`src/logic/echo_ctrl_pkg.sv`:
```
// Purpose: Shared constants for the echo canceller control register bank
// Assumes: 25 MHz core clock, 32-bit Wishbone data, 16-bit configuration words
// Notes:   Threshold figures are kept in whole dB as magnitudes
`default_nettype none

package echo_ctrl_pkg;

	// ------------------------------------------------------------
	// Clock and timing
	// ------------------------------------------------------------
	localparam int unsigned CORE_CLK_HZ    = 25_000_000;
	localparam int unsigned FREEZE_TIME_US = 1000;
	localparam int unsigned FREEZE_CYCLES  = FREEZE_TIME_US * (CORE_CLK_HZ / 1_000_000);

	// ------------------------------------------------------------
	// Wishbone byte offsets
	// ------------------------------------------------------------
	localparam logic [7:0] OFS_COMMAND  = 8'h00;
	localparam logic [7:0] OFS_DUPLEX   = 8'h04;
	localparam logic [7:0] OFS_DETECTOR = 8'h08;
	localparam logic [7:0] OFS_STATUS   = 8'h0c;

	// ------------------------------------------------------------
	// Select codes carried in bits 3-0 of each configuration word
	// ------------------------------------------------------------
	localparam logic [3:0] SEL_DUPLEX   = 4'h8;
	localparam logic [3:0] SEL_DETECTOR = 4'ha;

	// ------------------------------------------------------------
	// Reset values of the stored fields (bits 15-4)
	// ------------------------------------------------------------
	localparam logic [11:0] RST_DUPLEX   = 12'h000;
	localparam logic [11:0] RST_DETECTOR = 12'h000;

	// ------------------------------------------------------------
	// Field positions, duplex/threshold/gain word
	// ------------------------------------------------------------
	localparam int unsigned POS_ACOUSTIC_LOSS  = 14;
	localparam int unsigned POS_ACOUSTIC_NOISE = 12;
	localparam int unsigned POS_NETWORK_LOSS   = 10;
	localparam int unsigned POS_NETWORK_NOISE  = 8;
	localparam int unsigned POS_RECEIVE_GAIN   = 6;
	localparam int unsigned POS_TRANSMIT_GAIN  = 4;

	// ------------------------------------------------------------
	// Field positions, detector/sidetone word
	// ------------------------------------------------------------
	localparam int unsigned POS_HOWL_OFF          = 15;
	localparam int unsigned POS_TONE_OFF          = 14;
	localparam int unsigned POS_ACOUSTIC_PC_OFF   = 13;
	localparam int unsigned POS_NETWORK_PC_OFF    = 12;
	localparam int unsigned POS_ACOUSTIC_EMPH_OFF = 11;
	localparam int unsigned POS_NETWORK_EMPH_OFF  = 10;
	localparam int unsigned POS_ACOUSTIC_EC_OFF   = 9;
	localparam int unsigned POS_NETWORK_EC_OFF    = 8;
	localparam int unsigned POS_ACOUSTIC_SIDETONE = 6;
	localparam int unsigned POS_NETWORK_SIDETONE  = 4;

	// ------------------------------------------------------------
	// Status register bits
	// ------------------------------------------------------------
	localparam int unsigned POS_ST_PERMIT     = 0;
	localparam int unsigned POS_ST_NET_AUTO   = 1;
	localparam int unsigned POS_ST_FREEZE     = 2;
	localparam int unsigned POS_ST_BAD_SELECT = 3;

	// ------------------------------------------------------------
	// Threshold codes and their dB figures
	// ------------------------------------------------------------
	localparam logic [1:0] LOSS_24DB   = 2'h0;
	localparam logic [1:0] LOSS_18DB   = 2'h1;
	localparam logic [1:0] LOSS_30DB   = 2'h2;
	localparam logic [1:0] NOISE_ZERO  = 2'h0;
	localparam logic [1:0] NOISE_42DB  = 2'h1;
	localparam logic [1:0] NOISE_54DB  = 2'h2;
	localparam logic [7:0] DB_LOSS_24  = 8'h18;
	localparam logic [7:0] DB_LOSS_18  = 8'h12;
	localparam logic [7:0] DB_LOSS_30  = 8'h1e;
	localparam logic [7:0] DB_NOISE_42 = 8'h2a;
	localparam logic [7:0] DB_NOISE_54 = 8'h36;

endpackage

`default_nettype wire

```
`src/logic/echo_ctrl_regs.sv`:
```
// Purpose: Echo canceller control register bank on classic Wishbone
// Assumes: Event inputs are one-cycle pulses synchronous to core_clk
// Notes:   Configuration words are routed by the select code in bits 3-0
//
// Overview of operation
// (RULE1) Acoustic full-duplex needs ERLE above loss threshold
// (RULE2) Loud near-end noise uses loss threshold, else estimate
// (RULE3) Zero acoustic noise code: loss threshold only
// (RULE4) Network full-duplex needs ERLE above loss threshold
// (RULE5) Loud far-end noise uses loss threshold, else estimate
// (RULE6) Zero network noise code: loss threshold only
// (RULE7) Nonzero network noise code, no path: canceller off
// (RULE8) Receive gain code drives receive input amplifier
// (RULE9) Transmit gain code drives transmit input amplifier
// (RULE10) Instability clears both cancellers unless howl off
// (RULE11) Tone in half-duplex clears acoustic, forces receive
// (RULE12) Tone in full-duplex briefly freezes acoustic coefficients
// (RULE13) Acoustic path change clears acoustic unless off
// (RULE14) Network path change clears network unless off
// (RULE15) Emphasis filters active unless their off bits set
// (RULE16) Acoustic canceller off removes it from decision
// (RULE17) Network canceller off removes it from decision
// (RULE18) Acoustic sidetone code sets acoustic coupling level
// (RULE19) Network sidetone code sets network coupling level
// (RULE20) Low nibble select code routes upper twelve bits
// (RULE21) Reset clears every field to zero code
//
// Implementation choices: the Wishbone interface to the registers and the placing of the registers.
`default_nettype none

module echo_ctrl_regs
	import echo_ctrl_pkg::*;
#(
	parameter int unsigned FREEZE_LEN = FREEZE_CYCLES
)
(
	input  wire logic        core_clk,
	input  wire logic        resetn,
	// Wishbone slave
	input  wire logic        wb_cyc_i,
	input  wire logic        wb_stb_i,
	input  wire logic        wb_we_i,
	input  wire logic [7:0]  wb_adr_i,
	input  wire logic [3:0]  wb_sel_i,
	input  wire logic [31:0] wb_dat_i,
	output logic      [31:0] wb_dat_o,
	output logic             wb_ack_o,
	// Canceller measurements from the signal core
	input  wire logic [7:0]  acoustic_erle_db,
	input  wire logic [7:0]  near_noise_db,
	input  wire logic        acoustic_asym_ok,
	input  wire logic [7:0]  network_erle_db,
	input  wire logic [7:0]  far_noise_db,
	input  wire logic        network_asym_ok,
	input  wire logic        network_path_present,
	input  wire logic        duplex_is_full,
	// Detector events
	input  wire logic        instability_event,
	input  wire logic        tone_event,
	input  wire logic        acoustic_path_event,
	input  wire logic        network_path_event,
	// Controls to the signal core
	output logic             full_duplex_permit,
	output logic             acoustic_coeff_clear,
	output logic             network_coeff_clear,
	output logic             acoustic_coeff_freeze,
	output logic             half_duplex_force,
	output logic             receive_mode_force,
	output logic             acoustic_canceller_enable,
	output logic             network_canceller_enable,
	output logic             acoustic_emphasis_enable,
	output logic             network_emphasis_enable,
	output logic      [1:0]  receive_input_gain,
	output logic      [1:0]  transmit_input_gain,
	output logic      [1:0]  acoustic_sidetone_level,
	output logic      [1:0]  network_sidetone_level
);

	localparam int unsigned FW = 16;

	// ------------------------------------------------------------
	// Configuration storage
	// ------------------------------------------------------------
	logic [11:0] duplex_threshold_gain_config;
	logic [11:0] detector_disable_sidetone_config;
	logic        bad_select;
	logic [11:0] next_duplex;
	logic [11:0] next_detector;
	logic        next_bad_select;

	logic        bus_req;
	logic        bus_wr;
	logic        half_lanes;
	logic [3:0]  wr_select;

	// Field views
	logic [1:0]  acoustic_loss_threshold;
	logic [1:0]  acoustic_noise_threshold;
	logic [1:0]  network_loss_threshold;
	logic [1:0]  network_noise_threshold;
	logic        howl_detector_off;
	logic        tone_detector_off;
	logic        acoustic_path_change_off;
	logic        network_path_change_off;
	logic        acoustic_emphasis_off;
	logic        network_emphasis_off;
	logic        acoustic_canceller_off;
	logic        network_canceller_off;

	assign acoustic_loss_threshold  = duplex_threshold_gain_config[POS_ACOUSTIC_LOSS-4 +: 2];
	assign acoustic_noise_threshold = duplex_threshold_gain_config[POS_ACOUSTIC_NOISE-4 +: 2];
	assign network_loss_threshold   = duplex_threshold_gain_config[POS_NETWORK_LOSS-4 +: 2];
	assign network_noise_threshold  = duplex_threshold_gain_config[POS_NETWORK_NOISE-4 +: 2];
	assign howl_detector_off        = detector_disable_sidetone_config[POS_HOWL_OFF-4];
	assign tone_detector_off        = detector_disable_sidetone_config[POS_TONE_OFF-4];
	assign acoustic_path_change_off = detector_disable_sidetone_config[POS_ACOUSTIC_PC_OFF-4];
	assign network_path_change_off  = detector_disable_sidetone_config[POS_NETWORK_PC_OFF-4];
	assign acoustic_emphasis_off    = detector_disable_sidetone_config[POS_ACOUSTIC_EMPH_OFF-4];
	assign network_emphasis_off     = detector_disable_sidetone_config[POS_NETWORK_EMPH_OFF-4];
	assign acoustic_canceller_off   = detector_disable_sidetone_config[POS_ACOUSTIC_EC_OFF-4];
	assign network_canceller_off    = detector_disable_sidetone_config[POS_NETWORK_EC_OFF-4];

	// Codes go straight from the stored fields to the analog and sidetone paths
	assign receive_input_gain      = duplex_threshold_gain_config[POS_RECEIVE_GAIN-4 +: 2]; // RULE8
	assign transmit_input_gain     = duplex_threshold_gain_config[POS_TRANSMIT_GAIN-4 +: 2]; // RULE9
	assign acoustic_sidetone_level = detector_disable_sidetone_config[POS_ACOUSTIC_SIDETONE-4 +: 2]; // RULE18
	assign network_sidetone_level  = detector_disable_sidetone_config[POS_NETWORK_SIDETONE-4 +: 2]; // RULE19

	// ------------------------------------------------------------
	// Register writes
	// ------------------------------------------------------------
	// Ack low in the request's first cycle so each access is taken once
	assign bus_req    = wb_cyc_i && wb_stb_i && !wb_ack_o;
	assign bus_wr     = bus_req && wb_we_i;
	assign half_lanes = wb_sel_i[0] && wb_sel_i[1];
	assign wr_select  = wb_dat_i[3:0];

	always_comb begin
		next_duplex     = duplex_threshold_gain_config;
		next_detector   = detector_disable_sidetone_config;
		next_bad_select = bad_select;
		if (bus_wr && half_lanes && wb_adr_i == OFS_COMMAND) begin
			unique case (wr_select) // RULE20
				SEL_DUPLEX:   next_duplex = wb_dat_i[FW-1:4];
				SEL_DETECTOR: next_detector = wb_dat_i[FW-1:4];
				default:      next_bad_select = 1'b1;
			endcase
		end else if (bus_wr && wb_sel_i[0] && wb_adr_i == OFS_STATUS && wb_dat_i[POS_ST_BAD_SELECT]) begin
			next_bad_select = 1'b0;
		end
	end

	always_ff @(posedge core_clk or negedge resetn) begin
		if (!resetn) begin
			duplex_threshold_gain_config     <= RST_DUPLEX; // RULE21
			detector_disable_sidetone_config <= RST_DETECTOR; // RULE21
			bad_select                       <= 1'b0;
		end else begin
			duplex_threshold_gain_config     <= next_duplex;
			detector_disable_sidetone_config <= next_detector;
			bad_select                       <= next_bad_select;
		end
	end

	// ------------------------------------------------------------
	// Full-duplex decision
	// ------------------------------------------------------------
	logic acoustic_allow;
	logic network_allow;
	logic network_auto_off;
	logic next_permit;

	// Without a detected network path the canceller would only add noise
	assign network_auto_off = (network_noise_threshold != NOISE_ZERO) && !network_path_present; // RULE7

	duplex_gate acoustic_gate (
		.core_clk   (core_clk),
		.resetn     (resetn),
		.erle_db    (acoustic_erle_db),
		.noise_db   (near_noise_db),
		.loss_code  (acoustic_loss_threshold),
		.noise_code (acoustic_noise_threshold),
		.asym_ok    (acoustic_asym_ok),
		.excluded   (acoustic_canceller_off),
		.allow      (acoustic_allow)
	);

	duplex_gate network_gate (
		.core_clk   (core_clk),
		.resetn     (resetn),
		.erle_db    (network_erle_db),
		.noise_db   (far_noise_db),
		.loss_code  (network_loss_threshold),
		.noise_code (network_noise_threshold),
		.asym_ok    (network_asym_ok),
		.excluded   (network_canceller_off || network_auto_off),
		.allow      (network_allow)
	);

	// ------------------------------------------------------------
	// Detector actions and path controls
	// ------------------------------------------------------------
	logic [15:0] freeze_count;
	logic [15:0] next_freeze_count;
	logic        next_a_clear;
	logic        next_n_clear;
	logic        next_half;
	logic        next_rx;
	logic        howl_hit;
	logic        tone_hit;

	assign howl_hit = instability_event && !howl_detector_off;
	assign tone_hit = tone_event && !tone_detector_off;

	always_comb begin
		next_permit       = acoustic_allow && network_allow && !howl_hit; // RULE1 RULE4
		next_a_clear      = 1'b0;
		next_n_clear      = 1'b0;
		next_half         = 1'b0;
		next_rx           = 1'b0;
		next_freeze_count = (freeze_count != 16'h0000) ? freeze_count - 16'h0001 : 16'h0000;
		if (howl_hit) begin // RULE10
			next_a_clear = 1'b1;
			next_n_clear = 1'b1;
			next_half    = 1'b1;
		end
		if (tone_hit && !duplex_is_full) begin // RULE11
			next_a_clear = 1'b1;
			next_rx      = 1'b1;
		end
		if (tone_hit && duplex_is_full) begin // RULE12
			next_freeze_count = FREEZE_LEN[15:0];
		end
		if (acoustic_path_event && !acoustic_path_change_off) begin // RULE13
			next_a_clear = 1'b1;
		end
		if (network_path_event && !network_path_change_off) begin // RULE14
			next_n_clear = 1'b1;
		end
	end

	always_ff @(posedge core_clk or negedge resetn) begin
		if (!resetn) begin
			full_duplex_permit        <= 1'b0;
			acoustic_coeff_clear      <= 1'b0;
			network_coeff_clear       <= 1'b0;
			half_duplex_force         <= 1'b0;
			receive_mode_force        <= 1'b0;
			freeze_count              <= 16'h0000;
			acoustic_coeff_freeze     <= 1'b0;
			acoustic_canceller_enable <= 1'b1;
			network_canceller_enable  <= 1'b1;
			acoustic_emphasis_enable  <= 1'b1;
			network_emphasis_enable   <= 1'b1;
		end else begin
			full_duplex_permit        <= next_permit;
			acoustic_coeff_clear      <= next_a_clear;
			network_coeff_clear       <= next_n_clear;
			half_duplex_force         <= next_half;
			receive_mode_force        <= next_rx;
			freeze_count              <= next_freeze_count;
			acoustic_coeff_freeze     <= next_freeze_count != 16'h0000; // RULE12
			acoustic_canceller_enable <= !acoustic_canceller_off; // RULE16
			network_canceller_enable  <= !network_canceller_off && !network_auto_off; // RULE17 RULE7
			acoustic_emphasis_enable  <= !acoustic_emphasis_off; // RULE15
			network_emphasis_enable   <= !network_emphasis_off; // RULE15
		end
	end

	// ------------------------------------------------------------
	// Wishbone answer
	// ------------------------------------------------------------
	logic [31:0] next_dat;
	logic [31:0] status_word;

	always_comb begin
		status_word                    = 32'h0000_0000;
		status_word[POS_ST_PERMIT]     = full_duplex_permit;
		status_word[POS_ST_NET_AUTO]   = network_auto_off;
		status_word[POS_ST_FREEZE]     = acoustic_coeff_freeze;
		status_word[POS_ST_BAD_SELECT] = bad_select;
		next_dat = 32'h0000_0000;
		if (bus_req && !wb_we_i) begin
			unique case (wb_adr_i)
				OFS_DUPLEX:   next_dat = {16'h0000, duplex_threshold_gain_config, SEL_DUPLEX};
				OFS_DETECTOR: next_dat = {16'h0000, detector_disable_sidetone_config, SEL_DETECTOR};
				OFS_STATUS:   next_dat = status_word;
				default:      next_dat = 32'h0000_0000;
			endcase
		end
	end

	always_ff @(posedge core_clk or negedge resetn) begin
		if (!resetn) begin
			wb_ack_o <= 1'b0;
			wb_dat_o <= 32'h0000_0000;
		end else begin
			wb_ack_o <= bus_req;
			wb_dat_o <= next_dat;
		end
	end
endmodule

`default_nettype wire

```
`src/logic/duplex_gate.sv`:
```
// Purpose: Full-duplex permission for one echo canceller
// Assumes: erle_db is cancellation in dB; noise_db is input noise as dB below full scale
// Notes:   A smaller noise_db means a louder noise floor
`default_nettype none

module duplex_gate
	import echo_ctrl_pkg::*;
(
	input  wire logic       core_clk,
	input  wire logic       resetn,
	input  wire logic [7:0] erle_db,
	input  wire logic [7:0] noise_db,
	input  wire logic [1:0] loss_code,
	input  wire logic [1:0] noise_code,
	input  wire logic       asym_ok,
	input  wire logic       excluded,
	output logic            allow
);

	logic [7:0] loss_db;
	logic       loss_valid;
	logic [7:0] noise_lim;
	logic       noise_used;
	logic       next_allow;

	always_comb begin
		loss_valid = 1'b1;
		loss_db    = DB_LOSS_24;
		unique case (loss_code)
			LOSS_24DB: loss_db = DB_LOSS_24;
			LOSS_18DB: loss_db = DB_LOSS_18;
			LOSS_30DB: loss_db = DB_LOSS_30;
			default:   loss_valid = 1'b0;
		endcase
		noise_used = 1'b1;
		noise_lim  = DB_NOISE_42;
		unique case (noise_code)
			NOISE_42DB: noise_lim = DB_NOISE_42;
			NOISE_54DB: noise_lim = DB_NOISE_54;
			default:    noise_used = 1'b0;
		endcase
		// Noise above the limit, or no limit, leaves the loss threshold in charge
		if (!noise_used || noise_db < noise_lim) begin // RULE2 RULE3 RULE5 RULE6
			next_allow = loss_valid && (erle_db > loss_db); // RULE1 RULE4
		end else begin
			next_allow = asym_ok; // RULE2 RULE5
		end
		// A disabled canceller takes no part in the decision
		if (excluded) begin // RULE16 RULE17
			next_allow = 1'b1;
		end
	end

	always_ff @(posedge core_clk or negedge resetn) begin
		if (!resetn) begin
			allow <= 1'b0;
		end else begin
			allow <= next_allow;
		end
	end
endmodule

`default_nettype wire

```
`config.mk`:
```
export PLATFORM = sky130hd
export DESIGN_NAME = echo_ctrl_regs
export DESIGN_NICKNAME = d
export VERILOG_FILES = /design/src/logic/echo_ctrl_pkg.sv /design/src/logic/echo_ctrl_regs.sv /design/src/logic/duplex_gate.sv
export SDC_FILE = /design/constraint.sdc
export NUM_CORES = 1
export LEC_CHECK = 0
export BUFFER_PORTS_ARGS = -buffer_cell sky130_fd_sc_hd__buf_2
export CAP_MARGIN = 40
export CORE_UTILIZATION = 41
export CTS_CLUSTER_SIZE = 14
export DETAILED_ROUTE_END_ITERATION = 16
export PLACE_DENSITY = 0.66
export SLEW_MARGIN = 20
export SYNTH_ARGS = -nofsm -noshare
export SYNTH_HDL_FRONTEND = slang
export SYNTH_SLANG_ARGS = --single-unit
```
`constraint.sdc`:
```
create_clock -name core_clk -period 2.91 [get_ports core_clk]
set_clock_uncertainty 0.1 [all_clocks]
set_input_delay 0.1455 -clock core_clk [delete_from_list [all_inputs] [get_ports core_clk]]
set_output_delay 0.1455 -clock core_clk [all_outputs]
set_load 0.02 [all_outputs]
```
---- After elaboration in Yosys (flattened, before gate mapping) ----
Cells that the tools add are included.
storage, ports and cells
  bits in registers ....................... 86
  input bits .............................. 89
  output and inout port bits .............. 51
  word-level logic and storage cells ...... 117
cells by class
  add/subtract/negate cells ............... 1
  order comparisons ....................... 4
  equality and inequality tests ........... 14
  mux-type cells .......................... 24
  reduce and logical (&&, ||, !) cells .... 56
operator list
  cell                   number
  $mux 16                3
  $pmux 16 s3            1
  $reduce_bool 16->1     2
  $logic_and 1x1->1      22
  $eq 8x4->1 const B     2
  $gt 8x5->1             2
  $logic_not 1->1        16
  $lt 8x6->1             2
  $mux 1                 16
  $pmux 4 s2             2
  $sub 16x1->16 const B  1
  $mux 5                 2
  $eq 2x1->1 const B     4
  $eq 2x2->1 const B     4
  $eq 4x4->1 const B     2
  $eq 8x3->1 const B     1
  $logic_not 8->1        1
  $reduce_and 2->1       3
  $reduce_or 2->1        3
  $reduce_or 3->1        2
  $logic_not 2->1        2
  $reduce_bool 2->1      2
  $logic_or 1x1->1       3
  $ne 2x2->1 const B     1

---- Logic depth before layout (Yosys ltp) ----
Gate-level depths: netlist (run 1).
  depth after elaboration ................. 8
  mapped depth ............................ 10
  depth with buffers taken out ............ 9

---- Modules after synthesis ----
Synthesis (run 1) repeated with hierarchy kept, for this count alone.
second synthesis, totals
  cell total of the unflattened synthesis .. 342
  area total of the unflattened synthesis .. 3714.8 um^2
by module, submodules not included
  module          instances  cells each  area an instance (um^2)  sequential area each (um^2)
  echo_ctrl_regs  1          274         3134.3                   1706.6
  duplex_gate     2          34          290.3                    25.0

---- Worst setup path before layout (run 1) ----
No wires, ideal clock.
  path type ............................... flip-flop to flip-flop
  start ................................... register freeze_count[0]
  end ..................................... register acoustic_coeff_freeze
  setup time .............................. 139 ps
  arrival ................................. 2196 ps
  required time ........................... 2671 ps
  setup slack ............................. 476 ps
  cell stages (with the launch flop) ...... 9
  path buffers ............................ 1
  period minus slack after synthesis ...... 2434 ps
  cells stage by stage .................... dfrtp_1 > inv_1 > ha_1 > or3b_1 > clkbuf_1 > nor3_1 > mux2i_1 > o211ai_2 > or4_1
on the way
  word-level cells in the longest chain between the ends .. 4
  elaborated cells between the ends (all ways) .. 5
  those cells by class .................... add/sub: 1; mux: 2; reduce/logical: 2
ends and longest elaborated chain
  what                                                        RTL line               source
  from (decl)                                                 echo_ctrl_regs.sv:203  logic [15:0] freeze_count;
  from (signal assigned)                                      echo_ctrl_regs.sv:261  freeze_count <= next_freeze_count;
  $sub 16x1->16 / $reduce_bool 16->1 (equally long branches)  echo_ctrl_regs.sv:221  next_freeze_count = (freeze_count != 16'h0000) ? freeze_count - 16'h0001 : 16'h0000;
  $mux 16 (*)                                                 echo_ctrl_regs.sv:221
  $mux 16 (*)                                                 echo_ctrl_regs.sv:231  if (tone_hit && duplex_is_full) begin
  $reduce_bool 16->1 (*)                                      echo_ctrl_regs.sv:262  acoustic_coeff_freeze <= next_freeze_count != 16'h0000;
  to (signal assigned)                                        echo_ctrl_regs.sv:250  acoustic_coeff_freeze <= 1'b0;
  to (signal assigned)                                        echo_ctrl_regs.sv:262
  to (decl)                                                   echo_ctrl_regs.sv:66   output logic acoustic_coeff_freeze,
Mark *: on every way between the ends. The rest lies on a longest branch, timed or not.
A chain may end at the register's enable or synchronous reset.

---- Worst setup path in the final report (run 1) ----
Same ends and word-level chain as after synthesis.

==> results of run 1 <==
==> metal layers <==
layer,track usage (%),wire [µm],part of all wire [%]
met5,0,0,0
met2,31.1,3790,48
met4,4.04,59,0.74
met3,6.00,566,7.1
met1,22.7,3520,44
==> worst paths after layout <==
path	startpoint	endpoint	cells after the start
worst max-delay path	freeze_count[0]	acoustic_coeff_freeze	7
worst min-delay path	wb_adr_i[6]	wb_dat_o[3]	4
worst max register to register	freeze_count[0]	acoustic_coeff_freeze	7
worst min register to register	detector_disable_sidetone_config[6]	network_emphasis_enable	1
max in group asynchronous	resetn	acoustic_canceller_enable	3
min in group asynchronous	resetn	detector_disable_sidetone_config[4]	2
==> sequential cells by signal (all words and copies together), names as in the netlist <==
name	flops
receive_mode_force	1
bad_select	1
acoustic_gate.allow	1
network_emphasis_enable	1
acoustic_coeff_clear	1
wb_dat_o	16
acoustic_canceller_enable	1
detector_disable_sidetone_config	12
network_canceller_enable	1
full_duplex_permit	1
network_coeff_clear	1
network_gate.allow	1
freeze_count	16
acoustic_coeff_freeze	1
acoustic_emphasis_enable	1
wb_ack_o	1
half_duplex_force	1
duplex_threshold_gain_config	12
==> per-stage QoR <==
step	worst slack (ps)	hold WS [ps]	area [µm²]	util (%)
floorplan	476	-250	3700	-
global placement	395	217	4170	48.0
detailed placement	350	43.5	4190	48.3
CTS	338	4.16	4620	53.3
global route	177	47.3	4620	53.3
finish	348	18.9	4620	53.3
==> where the power goes <==
group	switching [mW]	internal [mW]	total [mW]
sequential	0.0398	1.01	1.05
combinational	0.144	0.127	0.272
clock	0.355	0.564	0.919
total	0.539	1.71	2.24
==> final cells by class <==
class	count	area, µm²	share of cell area (%)
Inverter	24	90.1	1.95
Clock inverter	7	113	2.44
Tap cell	108	135	2.92
Multi-Input combinational cell	215	1650	35.6
Clock buffer	9	124	2.68
Sequential cell	70	1760	38.0
Timing Repair Buffer	127	761	16.5
==> timing repair <==
action | CTS | global route
setup endpoints to repair | 0 | 0
endpoints found under the hold margin | 64 | 0
hold buffers | 20 | 0
==> critical path: stages, from the launching register on <==
cell      delay, ps
dfrtp_1         420
inv_1            70
ha_1            160
or3b_1          480
nor3_1          280
mux2i_1         290
o211ai_2        120
or4_1           510
==> logic make-up after synthesis <==
| group | share of synthesized area [%] |
|---|---|
| other | 0.103 |
| AND/OR/NAND/NOR | 14.8 |
| buffers and inverters | 8.58 |
| AO/OA/AOI/OAI | 9.23 |
| multiplexers | 8.99 |
| flip-flops | 48.2 |
| adder cells (fa/ha/maj) | 7.55 |
| XOR/XNOR | 2.64 |
==> cells in the final DEF (no fill, tap or decap), types with 11 or more instances in the layout <==
master           n
a22oi_1         12
buf_2          102
conb_1          16
dfrtp_1         66
dlygate4sd3_1   20
ha_1            22
inv_1           24
mux2_2          14
nor2_1          33
nor3_1          11
==> results.toml, run 1 <==
[floorplanning]
die-area_um2 = 9280
die_h_um = 96.3
coreArea_um2 = 8680
start_util_pct = 42.0
die_x_um = 96.3
ioPinCount = 140
rows = 34

[place]
gp_congestion = 0.821
portBuffers = 103
dp.cells = 524
place_hpwl_mm = 5.75

[flow_run]
drv_cap = 0

[yosys]
syn_inst = 326
ys.flop_type = "dfrtp_1"
yosysMostFrequentCell = "dfrtp_1"
synth-seq-cells = 70
yosysTopAreaCell = "dfrtp_1"
ys_seq_area_share_pct = 48.2
syn_area_um2 = 3650
synth_edf_count = 0
ys_warn_count = 0
synth_top_area_share_pct = 45.3
ys_top_cells_by_area = "dfrtp_1 (45%), ha_1 (7.5%), buf_4 (5.1%)"
avgSynthCellArea_um2 = 11.2
async_flop_share_pct = 100
synth_cell_type_count = 53
synth_common_cells = "dfrtp_1 (66), nor2_1 (33), buf_4 (25)"

[clock_tree]
cts_root_buf = "clkbuf_8"
postCtsSetupRepairBufs = 0
clock_path_buffers = 2
numClockSinks = 70
cts_inserted_buffers = 9
htreeDepth = 3
cts_resized = 0
clock_latency_ps = 350
cts_tree = "built"
path_clk_slew_ps = 70

[timing]
worst_pin_slew_ps = 738
slew_headroom_pct = 50.8
max_freq_ghz = 0.390
fin_crit_ps = 2560
setup_viol = 0
fin_tns_setup_ps = 0
fin_crit_sh_pct = 88.0
rsz0062_at_grt = "false"
finalHoldViolations = 0
drv_slew = 0

[finish]
area_growth_syn_to_layout_pct = 26.8
fillers = 773
drive_gt1_share_pct = 36.3
diodes = 0
fin_nets = 558
instances_no_fill = 560

[detailed_routing]
routed_via_density = 4.98
first_iter_violations = 93
wirelength_mm = 7.94
num_vias = 2787
firstDrtPassIters = 4
wl_per_cell_um = 14.2
drt.antenna.violating_nets = 0
drcViolationCount = 0

[power]
vdd_drop_max_mv = 0.445
total_power_mw = 2.24
power_density_nw_per_um2 = 485
leakage_nw = 2.32

[setup_path]
cp_max_fo = 5
worstPathRequired_ps = 3020
critical_path_arrival_ps = 2680
criticalPathCategory = "reg2reg"
r2r_setup_slack_ps = 350
crit_path_start_kind = "flop"
cp-end-kind = "flop"

[global_route]
grt_pass1_vias = 2771
grtUsageTotal_pct = 18.3
overflow = 0
grt_antenna_before_repair = 0
grt_pass1_wl_mm = 12.6
grt_max_degree = 37

[run_status]
status = "complete, no violations"

[worst_hold_path]
hold_class = "in2reg"
Note: power is estimated with default switching activity, not from simulation.
==> run 2, diff against run 1 <==
--- a/config.mk
+++ b/config.mk
@@ -5,12 +5,13 @@
 export SDC_FILE = /design/constraint.sdc
 export NUM_CORES = 1
 export LEC_CHECK = 0
+export ABC_AREA = 1
 export BUFFER_PORTS_ARGS = -buffer_cell sky130_fd_sc_hd__buf_2
 export CAP_MARGIN = 40
 export CORE_UTILIZATION = 41
 export CTS_CLUSTER_SIZE = 14
 export DETAILED_ROUTE_END_ITERATION = 16
-export PLACE_DENSITY = 0.66
+export PLACE_DENSITY = 0.65
 export SLEW_MARGIN = 20
 export SYNTH_ARGS = -nofsm -noshare
 export SYNTH_HDL_FRONTEND = slang
==> run 2 against run 1 <==
  * Core utilization shrank 0.42 points
  * Sequential power hardly changed
  * Clock power is 23% lower
  * Register-to-register slack better by 580 ps
  * Combinational power is 37% higher
  * Synthesized area increased by 11%
  * Via count grew 20%
  * Sequential share of layout area fell by 2.5 points
  * Critical endpoint is now wb_dat_o[11]
==> results.toml, run 2 <==
[setup_path]
crit_slowest_cell = "dlygate4sd3_1"
criticalPathCategory = "in2reg"
r2r_setup_slack_ps = 930
cp_max_fo = 9
worstPathRequired_ps = 3090
timing.rr.end = "acoustic_coeff_freeze"
reg2reg_from = "freeze_count[0]"
crit_path_start_kind = "input port"
cp-end-kind = "flop"
critical_path_arrival_ps = 2530
r2r_cells = 11
cpPeakStageDelay_ps = 560
critical_path.most_common_cell = "nand2_1"
crit_chain = "dlygate4sd3_1 > buf_2 > nand2_1 > dlygate4sd3_1 > nor2_1 > nand2_1 > a31oi_4 > nand2_1 > inv_1"

[timing]
fin_crit_ps = 2340
setup_viol = 0
rsz0062_at_grt = "false"
fin_crit_sh_pct = 80.5
worst_slack_ps = 568
fin_hold_ws_ps = 32.2
fin_tns_setup_ps = 0
max_freq_ghz = 0.427
finalHoldViolations = 0
slew_headroom_pct = 65.0
drv_slew = 0
worst_pin_slew_ps = 523

[yosys]
synth_common_cells = "inv_1 (72), nand2_1 (70), dfrtp_1 (66)"
synth_compound_area_share_pct = 11.2
syn_area_um2 = 4040
synth_xor_area_share_pct = 0.651
syn_inst = 456
async_flop_share_pct = 100
synth_top_family_by_area = "simple AND/OR/NAND/NOR gates"
avgSynthCellArea_um2 = 8.86
synth_edf_count = 0
synthMuxAreaShare_pct = 0
synth-seq-cells = 70
synth_top_area_share_pct = 40.9
synthSimpleGateAreaFrac_pct = 24.6
ys_warn_count = 0
synth_cell_type_count = 41
yosysTopAreaCell = "dfrtp_1"
ys_top_cells_by_area = "dfrtp_1 (41%), ha_1 (6.8%), inv_1 (6.7%)"
synth_fa_ha_area_share_pct = 6.82
ys_seq_area_share_pct = 43.5
ys.flop_type = "dfrtp_1"
yosysMostFrequentCell = "inv_1"

[floorplanning]
rows = 35
die_h_um = 101
die_x_um = 101
die-area_um2 = 10300
start_util_pct = 43.1
ioPinCount = 140
coreArea_um2 = 9370

[flow_run]
drv_cap = 0

[power]
power.share.clock_pct = 33.3
power_density_nw_per_um2 = 432
p_comb_share_pct = 17.5
leakage_nw = 2.56
swShare_pct = 29.4
p_int_mw = 1.51
power_frac_seq_pct = 49.2
p_sw_mw = 0.628
vdd_drop_max_mv = 0.343

[finish]
most-common-layout-cells = "buf_2 (102), inv_1 (72), nand2_1 (70)"
area_growth_syn_to_layout_pct = 22.7
drive_gt1_share_pct = 33.4
diodes = 0
largestRegisters = "freeze_count: 16 flops, wb_dat_o: 16 flops"
fin_nets = 690
final_common_cell = "buf_2"

[worst_hold_path]
holdPathEnd = "acoustic_coeff_clear"
hold_class = "in2reg"
min-delay-start = "instability_event"
hold_depth = 3

[clock_tree]
cts_tree = "built"
numClockSinks = 70
cts_root_buf = "clkbuf_8"
clock_latency_ps = 340
path_clk_slew_ps = 70
clock_path_buffers = 2
htreeDepth = 3
cts_resized = 0
cts_inserted_buffers = 9

[place]
place_hpwl_mm = 6.84
place_ws_ps = 932
gp_congestion = 0.849
portBuffers = 103

[global_route]
grt_antenna_before_repair = 0
use_met1_pct = 22.9
grt_pass1_wl_mm = 15.4
grt_pass1_vias = 3334
grtUsageTotal_pct = 19.6
grt_use_met3_pct = 5.66
use_met2_pct = 35.1
top_usage_layer = "met2"
overflow = 0
grt_max_degree = 57

[detailed_routing]
routed_via_density = 4.69
drcViolationCount = 0
firstDrtPassIters = 4
wirelength_mm = 9.29
wl_per_cell_um = 13.0
drt.antenna.violating_nets = 0
num_vias = 3347
first_iter_violations = 99

[run_status]
status = "complete, no violations"
## run 2: cell types whose count changed after synthesis, sizes merged, moves of 8 or more
cell	delta
xnor2	-8
a21oi	+16
nor2	+13
a22oi	-12
inv	+51
mux2	-24
o21ai	+24
nand2	+88
nand3	+32
a21o	-8
nor3	-9
## run 2: how the worst max path moves through the flow
stage,from,end,slack (ps),cells past startpoint
after floorplan,freeze_count[0],acoustic_coeff_freeze,1160,12
after global placement,freeze_count[0],acoustic_coeff_freeze,950,11
after detailed placement,freeze_count[0],acoustic_coeff_freeze,930,11
after CTS,wb_stb_i,wb_dat_o[11],570,9
after global routing,wb_stb_i,wb_dat_o[11],460,9
final,wb_stb_i,wb_dat_o[11],570,9
## run 2: metrics by stage
stage | cell area, µm² | power, mW | instances | utilization, %
after global placement | 4540 | 1.40 | 675 | 48.4
after global routing | 4950 | 2.27 | 713 | 52.9
after CTS | 4950 | 2.17 | 713 | 52.9
final | 4950 | 2.14 | 713 | 52.9
after floorplan | 4100 | 1.31 | 471 | -
after detailed placement | 4570 | 1.42 | 676 | 48.7
## run 2: what timing repair did
action                                  4_1_cts  5_1_grt
endpoints found under the hold margin        97        0
setup buffers                                 0        0
endpoints found under the setup margin        0        0
hold buffers                                 21        0
## run 2: layout make-up
cell class | count | area [µm²]
fillers | 894 | 4420
well taps | 129 | 161
multi-input cells | 296 | 1810
clock buffers | 12 | 155
clock inverters | 4 | 22.5
flip-flops and latches | 70 | 1760
inverters | 75 | 282
repair buffers | 127 | 771
## run 2: per-layer routing
| metal | up-vias | part of all wire (%) | wire length [µm] |
|---|---|---|---|
| li1 | 1664 | - | - |
| met2 | 93 | 52 | 4800 |
| met3 | 12 | 4.7 | 436 |
| met5 | - | 0 | 0 |
| met1 | 1578 | 42 | 3920 |
| met4 | 0 | 1.4 | 128 |
## run 2: cells by family after synthesis
kind of cell / after synthesis
buffers and inverters: 105
flip-flops: 70
other: 1
adder cells (fa/ha/maj): 22
AND/OR/NAND/NOR: 192
XOR/XNOR: 3
AO/OA/AOI/OAI: 63
## run 2: power groups by stage
stage	clock network (mW)	logic (mW)	registers [mW]
finish	0.712	0.374	1.05
global route	0.781	0.427	1.06
CTS	0.739	0.375	1.05
detailed placement	0	0.352	1.07
global placement	0	0.335	1.07
floorplan	0	0.242	1.07
## run 2: worst max-delay path, delay by kind of cell
kind	cells	cell delay, ps
AOI/OAI and AO/OA	1	440
buffers and inverters	4	1250
and+or+nand+nor	4	690
